===== config.mk =====
export PLATFORM = sky130hd
export DESIGN_NAME = sstc_top
export DESIGN_NICKNAME = d
export VERILOG_FILES = /design/src/pkg/sstc_pkg.sv /design/src/hw/sstc_result_reg.sv /design/src/hw/sstc_top.sv
export SDC_FILE = /design/constraint.sdc
export NUM_CORES = 1
export LEC_CHECK = 0
export ABC_AREA = 1
export ABC_CLOCK_PERIOD_IN_PS = 2900
export BUFFER_PORTS_ARGS = -buffer_cell sky130_fd_sc_hd__buf_2
export CELL_PAD_IN_SITES_DETAIL_PLACEMENT = 2
export CELL_PAD_IN_SITES_GLOBAL_PLACEMENT = 2
export CORE_MARGIN = 10
export CORE_UTILIZATION = 27
export DETAILED_ROUTE_END_ITERATION = 12
export GPL_TIMING_DRIVEN = 0
export PLACE_DENSITY = 0.94
export SETUP_SLACK_MARGIN = 0.3
export SYNTH_ARGS = -nofsm -noshare
export SYNTH_HDL_FRONTEND = slang
export SYNTH_SLANG_ARGS = --single-unit

===== constraint.sdc =====
create_clock -name clk_i -period 2.9 [get_ports clk_i]
set_input_delay 0.435 -clock clk_i [delete_from_list [all_inputs] [get_ports clk_i]]
set_output_delay 0.435 -clock clk_i [all_outputs]
set_load 0.01 [all_outputs]

===== src/pkg/sstc_pkg.sv =====
// sstc_pkg: constants for the sensor self-test control block
package sstc_pkg;
    // ****************************************************************
    // register map
    // ****************************************************************
    localparam logic [7:0]  CFG5_ADDR       = 8'h44;
    localparam logic [7:0]  CFG5_RESET      = 8'h00;
    localparam int          SEL_MSB         = 7;
    localparam int          SEL_LSB         = 4;
    localparam logic [7:0]  CFG5_ARRAY_MASK = 8'h0F;
    localparam int          DATA_W          = 16;
    localparam logic [15:0] RESULT_RESET    = 16'h0000;

    // ****************************************************************
    // self-test select codes
    // ****************************************************************
    localparam logic [3:0] SEL_NORMAL  = 4'h0;
    localparam logic [3:0] SEL_CMV     = 4'h1;
    localparam logic [1:0] GRP_INHIBIT = 2'h1;
    localparam logic [1:0] GRP_DIGITAL = 2'h3;

    // ****************************************************************
    // forced patterns and signatures, indexed by select[1:0]
    // ****************************************************************
    localparam logic [15:0] PAT_0 = 16'h0000;
    localparam logic [15:0] PAT_1 = 16'hAAAA;
    localparam logic [15:0] PAT_2 = 16'h5555;
    localparam logic [15:0] PAT_3 = 16'hFFFF;
    localparam logic [15:0] SIG_0 = 16'h8171;
    localparam logic [15:0] SIG_1 = 16'h6C95;
    localparam logic [15:0] SIG_2 = 16'h807A;
    localparam logic [15:0] SIG_3 = 16'h78AC;

    typedef enum {
        SSTC_NORMAL,
        SSTC_CMV,
        SSTC_INHIBIT,
        SSTC_DIGITAL
    } sstc_mode_e;
endpackage : sstc_pkg


===== src/hw/sstc_result_reg.sv =====
// sstc_result_reg: registered sensor result holder
`timescale 1ns/10ps
module sstc_result_reg (
    input  wire logic        clk_i,
    input  wire logic        rstn_i,
    input  wire logic        wr_i,
    input  wire logic [15:0] wdata_i,
    output logic      [15:0] rdata_o
);
    logic [15:0] data_d;
    logic [15:0] data_q;

    always_comb begin
        data_d = wr_i ? wdata_i : data_q;
    end

    always_ff @(posedge clk_i or negedge rstn_i) begin
        if (!rstn_i) begin
            data_q <= sstc_pkg::RESULT_RESET;
        end else begin
            data_q <= data_d;
        end
    end

    assign rdata_o = data_q;
endmodule : sstc_result_reg


===== src/hw/sstc_top.sv =====
// sstc_top: self-test select register and result override
`timescale 1ns/10ps
module sstc_top (
    input  wire logic        clk_i,
    input  wire logic        rstn_i,
    input  wire logic        reg_wr_i,
    input  wire logic [7:0]  reg_addr_i,
    input  wire logic [7:0]  reg_wdata_i,
    output logic      [7:0]  reg_rdata_o,
    output logic      [7:0]  array_bits_o,
    input  wire logic        dsp_wr_i,
    input  wire logic [15:0] dsp_data_i,
    output logic      [15:0] sensor_result_regs_o,
    output logic      [3:0]  self_test_select_o,
    output logic             cmv_en_o,
    output logic             dsp_inhibit_o
);
    // ****************************************************************
    // decode helpers
    // ****************************************************************
    function automatic sstc_pkg::sstc_mode_e mode_of(input logic [3:0] s);
        if (s[3:2] == sstc_pkg::GRP_DIGITAL) begin
            return sstc_pkg::SSTC_DIGITAL;
        end else if (s[3:2] == sstc_pkg::GRP_INHIBIT) begin
            return sstc_pkg::SSTC_INHIBIT;
        end else if (s == sstc_pkg::SEL_CMV) begin
            return sstc_pkg::SSTC_CMV;
        end else begin
            return sstc_pkg::SSTC_NORMAL;
        end
    endfunction : mode_of

    function automatic logic [15:0] forced_of(input logic [3:0] s);
        logic [15:0] v;
        v = sstc_pkg::PAT_0;
        if (s[3:2] == sstc_pkg::GRP_DIGITAL) begin
            case (s[1:0])
                2'h0:    v = sstc_pkg::SIG_0;
                2'h1:    v = sstc_pkg::SIG_1;
                2'h2:    v = sstc_pkg::SIG_2;
                default: v = sstc_pkg::SIG_3;
            endcase
        end else begin
            case (s[1:0])
                2'h0:    v = sstc_pkg::PAT_0;
                2'h1:    v = sstc_pkg::PAT_1;
                2'h2:    v = sstc_pkg::PAT_2;
                default: v = sstc_pkg::PAT_3;
            endcase
        end
        return v;
    endfunction : forced_of

    // ****************************************************************
    // configuration register
    // ****************************************************************
    logic [7:0]  cfg_d;
    logic [7:0]  cfg_q;
    logic [7:0]  rdata_d;
    logic [7:0]  rdata_q;
    logic [7:0]  arr_d;
    logic [7:0]  arr_q;
    logic        hit;
    logic [3:0]  sel;

    assign hit = (reg_addr_i == sstc_pkg::CFG5_ADDR);
    assign sel = cfg_q[sstc_pkg::SEL_MSB:sstc_pkg::SEL_LSB];

    always_comb begin
        cfg_d = cfg_q;
        if (reg_wr_i && hit) begin
            cfg_d = reg_wdata_i;
        end
        rdata_d = hit ? cfg_d : 8'h00;
        // select bits masked so mode changes never upset the array check
        arr_d = cfg_d & sstc_pkg::CFG5_ARRAY_MASK;
    end

    always_ff @(posedge clk_i or negedge rstn_i) begin
        if (!rstn_i) begin
            cfg_q   <= sstc_pkg::CFG5_RESET;
            rdata_q <= sstc_pkg::CFG5_RESET;
            arr_q   <= sstc_pkg::CFG5_RESET;
        end else begin
            cfg_q   <= cfg_d;
            rdata_q <= rdata_d;
            arr_q   <= arr_d;
        end
    end

    // ****************************************************************
    // mode and result override
    // ****************************************************************
    sstc_pkg::sstc_mode_e mode_d;
    sstc_pkg::sstc_mode_e mode_q;
    logic [3:0]  sel_q;
    logic        cmv_d;
    logic        cmv_q;
    logic        inh_d;
    logic        inh_q;
    logic        res_wr;
    logic [15:0] res_wdata;
    logic [15:0] res_q;

    always_comb begin
        // only the select nibble decides the mode, never the array bits
        mode_d    = mode_of(cfg_d[sstc_pkg::SEL_MSB:sstc_pkg::SEL_LSB]);
        cmv_d     = (mode_d == sstc_pkg::SSTC_CMV);
        inh_d     = (mode_d == sstc_pkg::SSTC_INHIBIT);
        res_wr    = 1'b0;
        res_wdata = dsp_data_i;
        case (mode_q)
            sstc_pkg::SSTC_INHIBIT,
            sstc_pkg::SSTC_DIGITAL: begin
                // dsp writes ignored while a pattern is forced
                res_wr    = 1'b1;
                res_wdata = forced_of(sel);
            end
            sstc_pkg::SSTC_NORMAL,
            sstc_pkg::SSTC_CMV: begin
                res_wr = dsp_wr_i;
            end
            default: begin
                res_wr = 1'b0;
            end
        endcase
    end

    always_ff @(posedge clk_i or negedge rstn_i) begin
        if (!rstn_i) begin
            mode_q <= sstc_pkg::SSTC_NORMAL;
            sel_q  <= sstc_pkg::SEL_NORMAL;
            cmv_q  <= 1'b0;
            inh_q  <= 1'b0;
        end else begin
            mode_q <= mode_d;
            sel_q  <= cfg_d[sstc_pkg::SEL_MSB:sstc_pkg::SEL_LSB];
            cmv_q  <= cmv_d;
            inh_q  <= inh_d;
        end
    end

    sstc_result_reg u_result (
        .clk_i   (clk_i),
        .rstn_i  (rstn_i),
        .wr_i    (res_wr),
        .wdata_i (res_wdata),
        .rdata_o (res_q)
    );

    assign reg_rdata_o          = rdata_q;
    assign array_bits_o         = arr_q;
    assign sensor_result_regs_o = res_q;
    assign self_test_select_o   = sel_q;
    assign cmv_en_o             = cmv_q;
    assign dsp_inhibit_o        = inh_q;

    // ****************************************************************
    // checks
    // ****************************************************************
    AST_RESET_ZERO: assert property (@(posedge clk_i)
        $rose(rstn_i) |-> cfg_q == 8'h00)
        else $error("config not zero after reset");
    AST_ARRAY_MASK: assert property (@(posedge clk_i) disable iff (!rstn_i)
        array_bits_o[7:4] == 4'h0)
        else $error("select bits leaked into array check");
    AST_CMV: assert property (@(posedge clk_i) disable iff (!rstn_i)
        cmv_en_o == (self_test_select_o == 4'h1))
        else $error("common-mode verify enable wrong");
    AST_INHIBIT_PAT: assert property (@(posedge clk_i) disable iff (!rstn_i)
        (sel == 4'h5 && sel_q == 4'h5) |=> sensor_result_regs_o == 16'hAAAA)
        else $error("pattern AAAA not forced");
    AST_ZERO_PAT: assert property (@(posedge clk_i) disable iff (!rstn_i)
        (sel == 4'h4 && sel_q == 4'h4) |=> sensor_result_regs_o == 16'h0000)
        else $error("pattern 0000 not forced");
    AST_PAT_55: assert property (@(posedge clk_i) disable iff (!rstn_i)
        (sel == 4'h6 && sel_q == 4'h6) |=> sensor_result_regs_o == 16'h5555)
        else $error("pattern 5555 not forced");
    AST_PAT_FF: assert property (@(posedge clk_i) disable iff (!rstn_i)
        (sel == 4'h7 && sel_q == 4'h7) ##1 dsp_wr_i
        |=> sensor_result_regs_o == 16'hFFFF)
        else $error("dsp write not inhibited");
    AST_SIG_0: assert property (@(posedge clk_i) disable iff (!rstn_i)
        (sel == 4'hC && sel_q == 4'hC) |=> sensor_result_regs_o == 16'h8171)
        else $error("self-test 0 signature wrong");
    AST_SIG_3: assert property (@(posedge clk_i) disable iff (!rstn_i)
        (sel == 4'hF && sel_q == 4'hF) |=> sensor_result_regs_o == 16'h78AC)
        else $error("self-test 3 signature wrong");
    AST_RW: assert property (@(posedge clk_i) disable iff (!rstn_i)
        (reg_wr_i && reg_addr_i == 8'h44) |=> reg_rdata_o == $past(reg_wdata_i)
        || reg_addr_i != 8'h44)
        else $error("config readback wrong");
    AST_NORMAL_PASS: assert property (@(posedge clk_i) disable iff (!rstn_i)
        (mode_q == sstc_pkg::SSTC_NORMAL && dsp_wr_i)
        |=> sensor_result_regs_o == $past(dsp_data_i))
        else $error("dsp write lost in normal mode");
endmodule : sstc_top


==> Yosys cells after proc, flatten, opt, wreduce, memory -nomap -nowiden <==
Index checks and enable logic that the tools add are counted.
{ "totals": {"regBits": 74, "latch_bits": 0, "mem_bits_rw": 0, "mem_bits_ro": 0, "inputBits": 36, "wordCells": 35, "memories": 0} }
{ "classes": {"n_addsub": 0, "multipliers": 0, "div": 0, "magnitude_cmp": 0, "n_eq_ne": 12, "shifts": 0, "n_mux": 10, "bitwise": 0, "n_reduce_logical": 5} }
{ "ops": {"columns": ["op", "n"], "rows": [
  ["$eq 32x2->1 const B", 3],
  ["$pmux 16 s3", 2],
  ["$eq 32x1->1 const B", 1],
  ["$eq 32x3->1 const B", 1],
  ["$logic_not 32->1", 1],
  ["$mux 16", 2],
  ["$mux 32", 1],
  ["$mux 8", 2],
  ["$eq 8x7->1 const B", 1],
  ["$eq 2x2->1 const B", 3],
  ["$eq 2x1->1 const B", 2],
  ["$eq 4x1->1 const B", 1],
  ["$reduce_or 2->1", 2],
  ["$logic_not 2->1", 1],
  ["$mux 2", 1],
  ["$pmux 1 s2", 1],
  ["$logic_and 1x1->1", 1],
  ["$mux 1", 1]
]} }

==> Logic depth before layout (Yosys ltp) <==
{ "depth": {"word_depth": 8, "mapped_depth": 9} }

==> By module <==
Synthesis repeated with hierarchy kept, for this count alone.
{ "unflattened": {"cells_unflattened": 205, "hier_area_um2": 1641.6} }
{ "by_module_without_submodules": {"columns": ["module", "n_inst", "cells_each", "area_each_um2", "seq_area_each_um2"], "rows": [
  ["sstc_top", 1, 137, 997.2, 450.4],
  ["sstc_result_reg", 1, 68, 644.4, 400.4]
]} }

==> Worst setup path after synthesis <==
No wires, ideal clock.
{ "synth_path": {"path_type": "input to register", "start": "input port dsp_wr_i", "end": "register u_result.data_q[5] (netlist: u_result.rdata_o[5])", "arrival_time_ns": 1.134, "path_slack_ns": 1.645, "stages": 5, "path_cell_list": "buf_2 -> nor2_4 -> inv_2 -> buf_2 -> o22a_1"} }
{ "synth_between": {"elab_chain_cells": 1} }
{ "synth_rtl": {"columns": ["item", "line_no", "rtl"], "rows": [
  ["start, declared", "sstc_top.sv:11", "input wire logic dsp_wr_i,"],
  ["$pmux 1 s2", "sstc_top.sv:112", "case (mode_q)"],
  ["end signal, assigned", "sstc_result_reg.sv:19", "data_q <= sstc_pkg::RESULT_RESET;"],
  ["end signal, assigned", "sstc_result_reg.sv:21", "data_q <= data_d;"],
  ["end, declared", "sstc_result_reg.sv:11", "logic [15:0] data_q;"]
]} }
Every way passes these cells.
A chain may end at the register's enable or synchronous reset.

==> Final worst setup path <==
{ "layout_path": {"start": "register mode_q[1]", "end": "register u_result.data_q[8] (netlist: u_result.rdata_o[8])"} }
{ "layout_between": {"elab_chain_cells": 3, "elab_cells_between_ends": 8, "cone_classes": "3 x eq/ne; 2 x mux; 3 x reduce/logical"} }
{ "layout_rtl": {"columns": ["item", "line_no", "rtl"], "rows": [
  ["start, declared", "sstc_top.sv:95", "sstc_pkg::sstc_mode_e mode_q;"],
  ["start signal, assigned", "sstc_top.sv:131", "mode_q <= sstc_pkg::SSTC_NORMAL;"],
  ["start signal, assigned", "sstc_top.sv:136", "mode_q <= mode_d;"],
  ["$eq 32x1->1 (tied with other cells)", "sstc_top.sv:112", null],
  ["$reduce_or 2->1", "sstc_top.sv:112", null],
  ["$pmux 1 s2 or $mux 16 (tied branches)", "sstc_top.sv:112", null]
]} }
Several ways; a longest one is shown, not always the timed one.

==> key figures <==
Outcome
  • Status: finished clean

Power
  • PD cells: around 500 mW/mm^2
  • LEAKAGE: around 1.1 nW
  • Total Power: approximately 1.0 mW
  • VDD IR-drop max: about 0.17 mV

Yosys
  • Synth cell types: 21
  • Mean Syn Cell Area: roughly 8.8 sq um
  • Synth top area share: ~55%
  • Synth cell count leaders: 40 x nand2_1, 34 x dfrtp_1, 18 x a21oi_1
  • Synth Warn #: 0
  • Area contributors post-synth: dfrtp_1 55%, nand2_1 9.7%, a21oi_1 5.8%
  • Dominant synthesized flop cell: dfrtp_1
  • Number of synthesized flops with an enable pin: 0
  • #FFs+latches synth: 34
  • Register area share after synthesis: 54.9%
  • Top cell type by total area after synthesis: dfrtp_1
  • Async SR Flop Fraction: between 90% and 100%
  • Cells after synthesis: 177
  • Top-count cell post-synth: nand2_1
  • Syn Std Cell Area: 0.00155 sq mm

STA
  • Rel. slew slack: between 40% and 50%
  • Fin crit period: 1.38 ns
  • Setup TNS: 0 ns
  • Final setup skew: approximately 0.0042 ns
  • Final Setup Violations: 0
  • RSZ-0062 raised after global routing: no
  • Peak Freq: between 0.7 and 0.8 GHz
  • Final worst path period share: a little under half
  • Max Slew Vio Count: 0
  • Worst-margin pin slew: approximately 0.76 ns
  • Final hold viol count: 0

Floorplanning
  • # rows: 27
  • Io pins: between 70 and 80
  • Die Area: around 0.0092 sq mm
  • Chip height: around 96 um
  • Die W: between 90 and 100 um
  • Starting Density: ~28%
  • Area of the core: around 0.0055 sq mm

Worst setup path
  • Crit path to: u_result.rdata_o[8]$_DFFE_PN0P_
  • Worst Setup Path Type: flip-flop to flip-flop
  • Worst Path Arrival: about 1.5 ns
  • Reg2Reg Capture Point: u_result.rdata_o[8]$_DFFE_PN0P_
  • R2R setup slack: 1.52 ns
  • Crit. Startpoint: mode_q[1]$_DFF_PN0_
  • Worst EP required: between 3 and 4 ns
  • Worst R2R Start: mode_q[1]$_DFF_PN0_
  • Critical path endpoint category: flip-flop
  • Crit start category: flip-flop
  • R2R cell count: 7
  • Crit-path max FO: 7

GRT
  • Largest net degree at the start of global routing: 35
  • Initial antenna violation count: 0
  • Vias in the first global route: ~1,700
  • Gr usage total: 12.2%
  • GR Overflow Total: 0
  • First-pass GRT wire length: 8710 um

Place
  • I/O Buffers: 68
  • Hpwl dp: between 4000 and 5000 um
  • Placer Congestion: approximately 0.71
  • Placed cell count: 320

CTS
  • Setup bufs post-CTS: 0
  • CTS buffer count: 5
  • Clock root buffer: clkbuf_8
  • H-tree Lvls: 2
  • Hold Buf Count CTS: 0
  • CTS tree: done
  • Post-CTS sizing: 0
  • Clock buffer depth: 2
  • CTS clk-pin slew, worst paths: 0.07 ns
  • Worst skew pair latency: between 0.2 and 0.3 ns
  • Clock Sinks: 34

Detailed routing
  • Routed Antenna Nets: 0
  • Pre-Repair DR Iteration Count: 4
  • Post-route DRC: 0
  • Vias per cell: 4.52
  • Iter 0 DRT Violations: 19
  • Final wirelength: 5320 um
  • Routed vias: roughly 1,500
  • WL/cell: 16.2 um

Cells and area
  • NumNets Final: 291
  • Layout cell share with drive strength beyond 1: about two fifths
  • N_diodes: 0
  • Final Core Density: between 30% and 40%
  • Final non-filler cell total: approximately 330
  • Fill cell total of the finished layout: 670
  • Area Overhead vs Synth: 34.4%

Min path
  • Hold Crit Class: primary input to asynchronous set/reset pin

Job
  • Maxcap violations: 0
metrics by stage:
| stage | area [sq um] | hold WS, ns | setup WS [ns] |
|---|---|---|---|
| final | 2080 | 0.222 | 1.52 |
| after global routing | 2080 | 0.292 | 1.38 |
| after CTS | 2080 | 0.263 | 1.50 |
| after detailed placement | 1990 | 0.474 | 1.40 |
| after global placement | 1990 | 0.460 | 1.45 |
| after floorplan | 1560 | 0.139 | 1.64 |
sequential cells by signal, summed over array words and instances, names as in the netlist:
name                flops
self_test_select_o      2
mode_q                  1
reg_rdata_o             8
cfg_q                   5
u_result.rdata_o       16
cmv_en_o                1
dsp_inhibit_o           1
per-layer routing:
| metal | wire, um | track usage (%) | vias to the layer above | part of all wire, % |
|---|---|---|---|---|
| met2 | 2820 | 22.7 | 50 | 53 |
| met3 | 496 | 5.84 | 2 | 9.3 |
| met5 | 0 | 0 | - | 0 |
| met4 | 18 | 2.58 | 0 | 0.34 |
| met1 | 1990 | 11.9 | 716 | 37 |
| li1 | - | - | 715 | - |
worst min-delay path by stage:
stage                                     startpoint  cells past startpoint                                to
floorplan                                     rstn_i                      0                cfg_q[0]$_DFF_PN0_
global placement    u_result.rdata_o[15]$_DFFE_PN0P_                      2  u_result.rdata_o[15]$_DFFE_PN0P_
detailed placement  u_result.rdata_o[13]$_DFFE_PN0P_                      2  u_result.rdata_o[13]$_DFFE_PN0P_
CTS                                           rstn_i                      1   u_result.rdata_o[3]$_DFFE_PN0P_
global route                                  rstn_i                      1   u_result.rdata_o[9]$_DFFE_PN0P_
finish                                        rstn_i                      1  u_result.rdata_o[13]$_DFFE_PN0P_
cell usage in the layout (no fill, tap or decap):
| cell | count |
|---|---|
| clkinv_2 | 1 |
| nand4_1 | 4 |
| buf_2 | 71 |
| nor2_1 | 17 |
| nand3_4 | 1 |
| a21oi_2 | 1 |
| inv_2 | 3 |
| buf_6 | 1 |
| buf_4 | 5 |
| nand2_1 | 40 |
| clkbuf_1 | 1 |
| o22a_1 | 1 |
| dfrtp_1 | 34 |
| conb_1 | 4 |
| a31oi_1 | 3 |
| inv_1 | 16 |
| clkbuf_8 | 6 |
| nor2_2 | 2 |
| nor2_4 | 3 |
| a21oi_1 | 18 |
| nand3_1 | 10 |
| o21ai_0 | 7 |
| o211ai_1 | 2 |
| nand2_2 | 5 |
final cells by class:
type | count | area, sq um | area share, %
sequential | 34 | 851 | 40.8
multi-input combinational | 118 | 576 | 27.6
timing repair buffer | 68 | 340 | 16.3
tap | 72 | 90.1 | 4.32
clock buffer | 7 | 86.3 | 4.14
inverter | 19 | 71.3 | 3.42
buffer | 9 | 63.8 | 3.06
clock inverter | 1 | 5.00 | 0.240
kinds of logic (layout without fill, tap and decap cells):
logic type | after synthesis | count (layout) | share of synthesized area (%)
flops | 34 | 34 | 54.9
other cells | 1 | 4 | 0.242
simple gates | 82 | 82 | 24.8
compound gates | 32 | 32 | 11.4
buf+inv | 28 | 104 | 8.72
report_power, final:
group / switching [mW] / total, mW / internal [mW]
Combinational: 0.0978 / 0.165 / 0.0671
Clock: 0.170 / 0.362 / 0.192
Sequential: 0.0162 / 0.519 / 0.503
worst max-delay path: stages (launching register included):
cell     delay [ns]
dfrtp_1        0.39
buf_6          0.14
nand2_2        0.11
inv_1          0.11
a21oi_2        0.22
inv_1          0.08
o21ai_0        0.11
a21oi_1        0.10
Power figures use the tool's default switching activity.
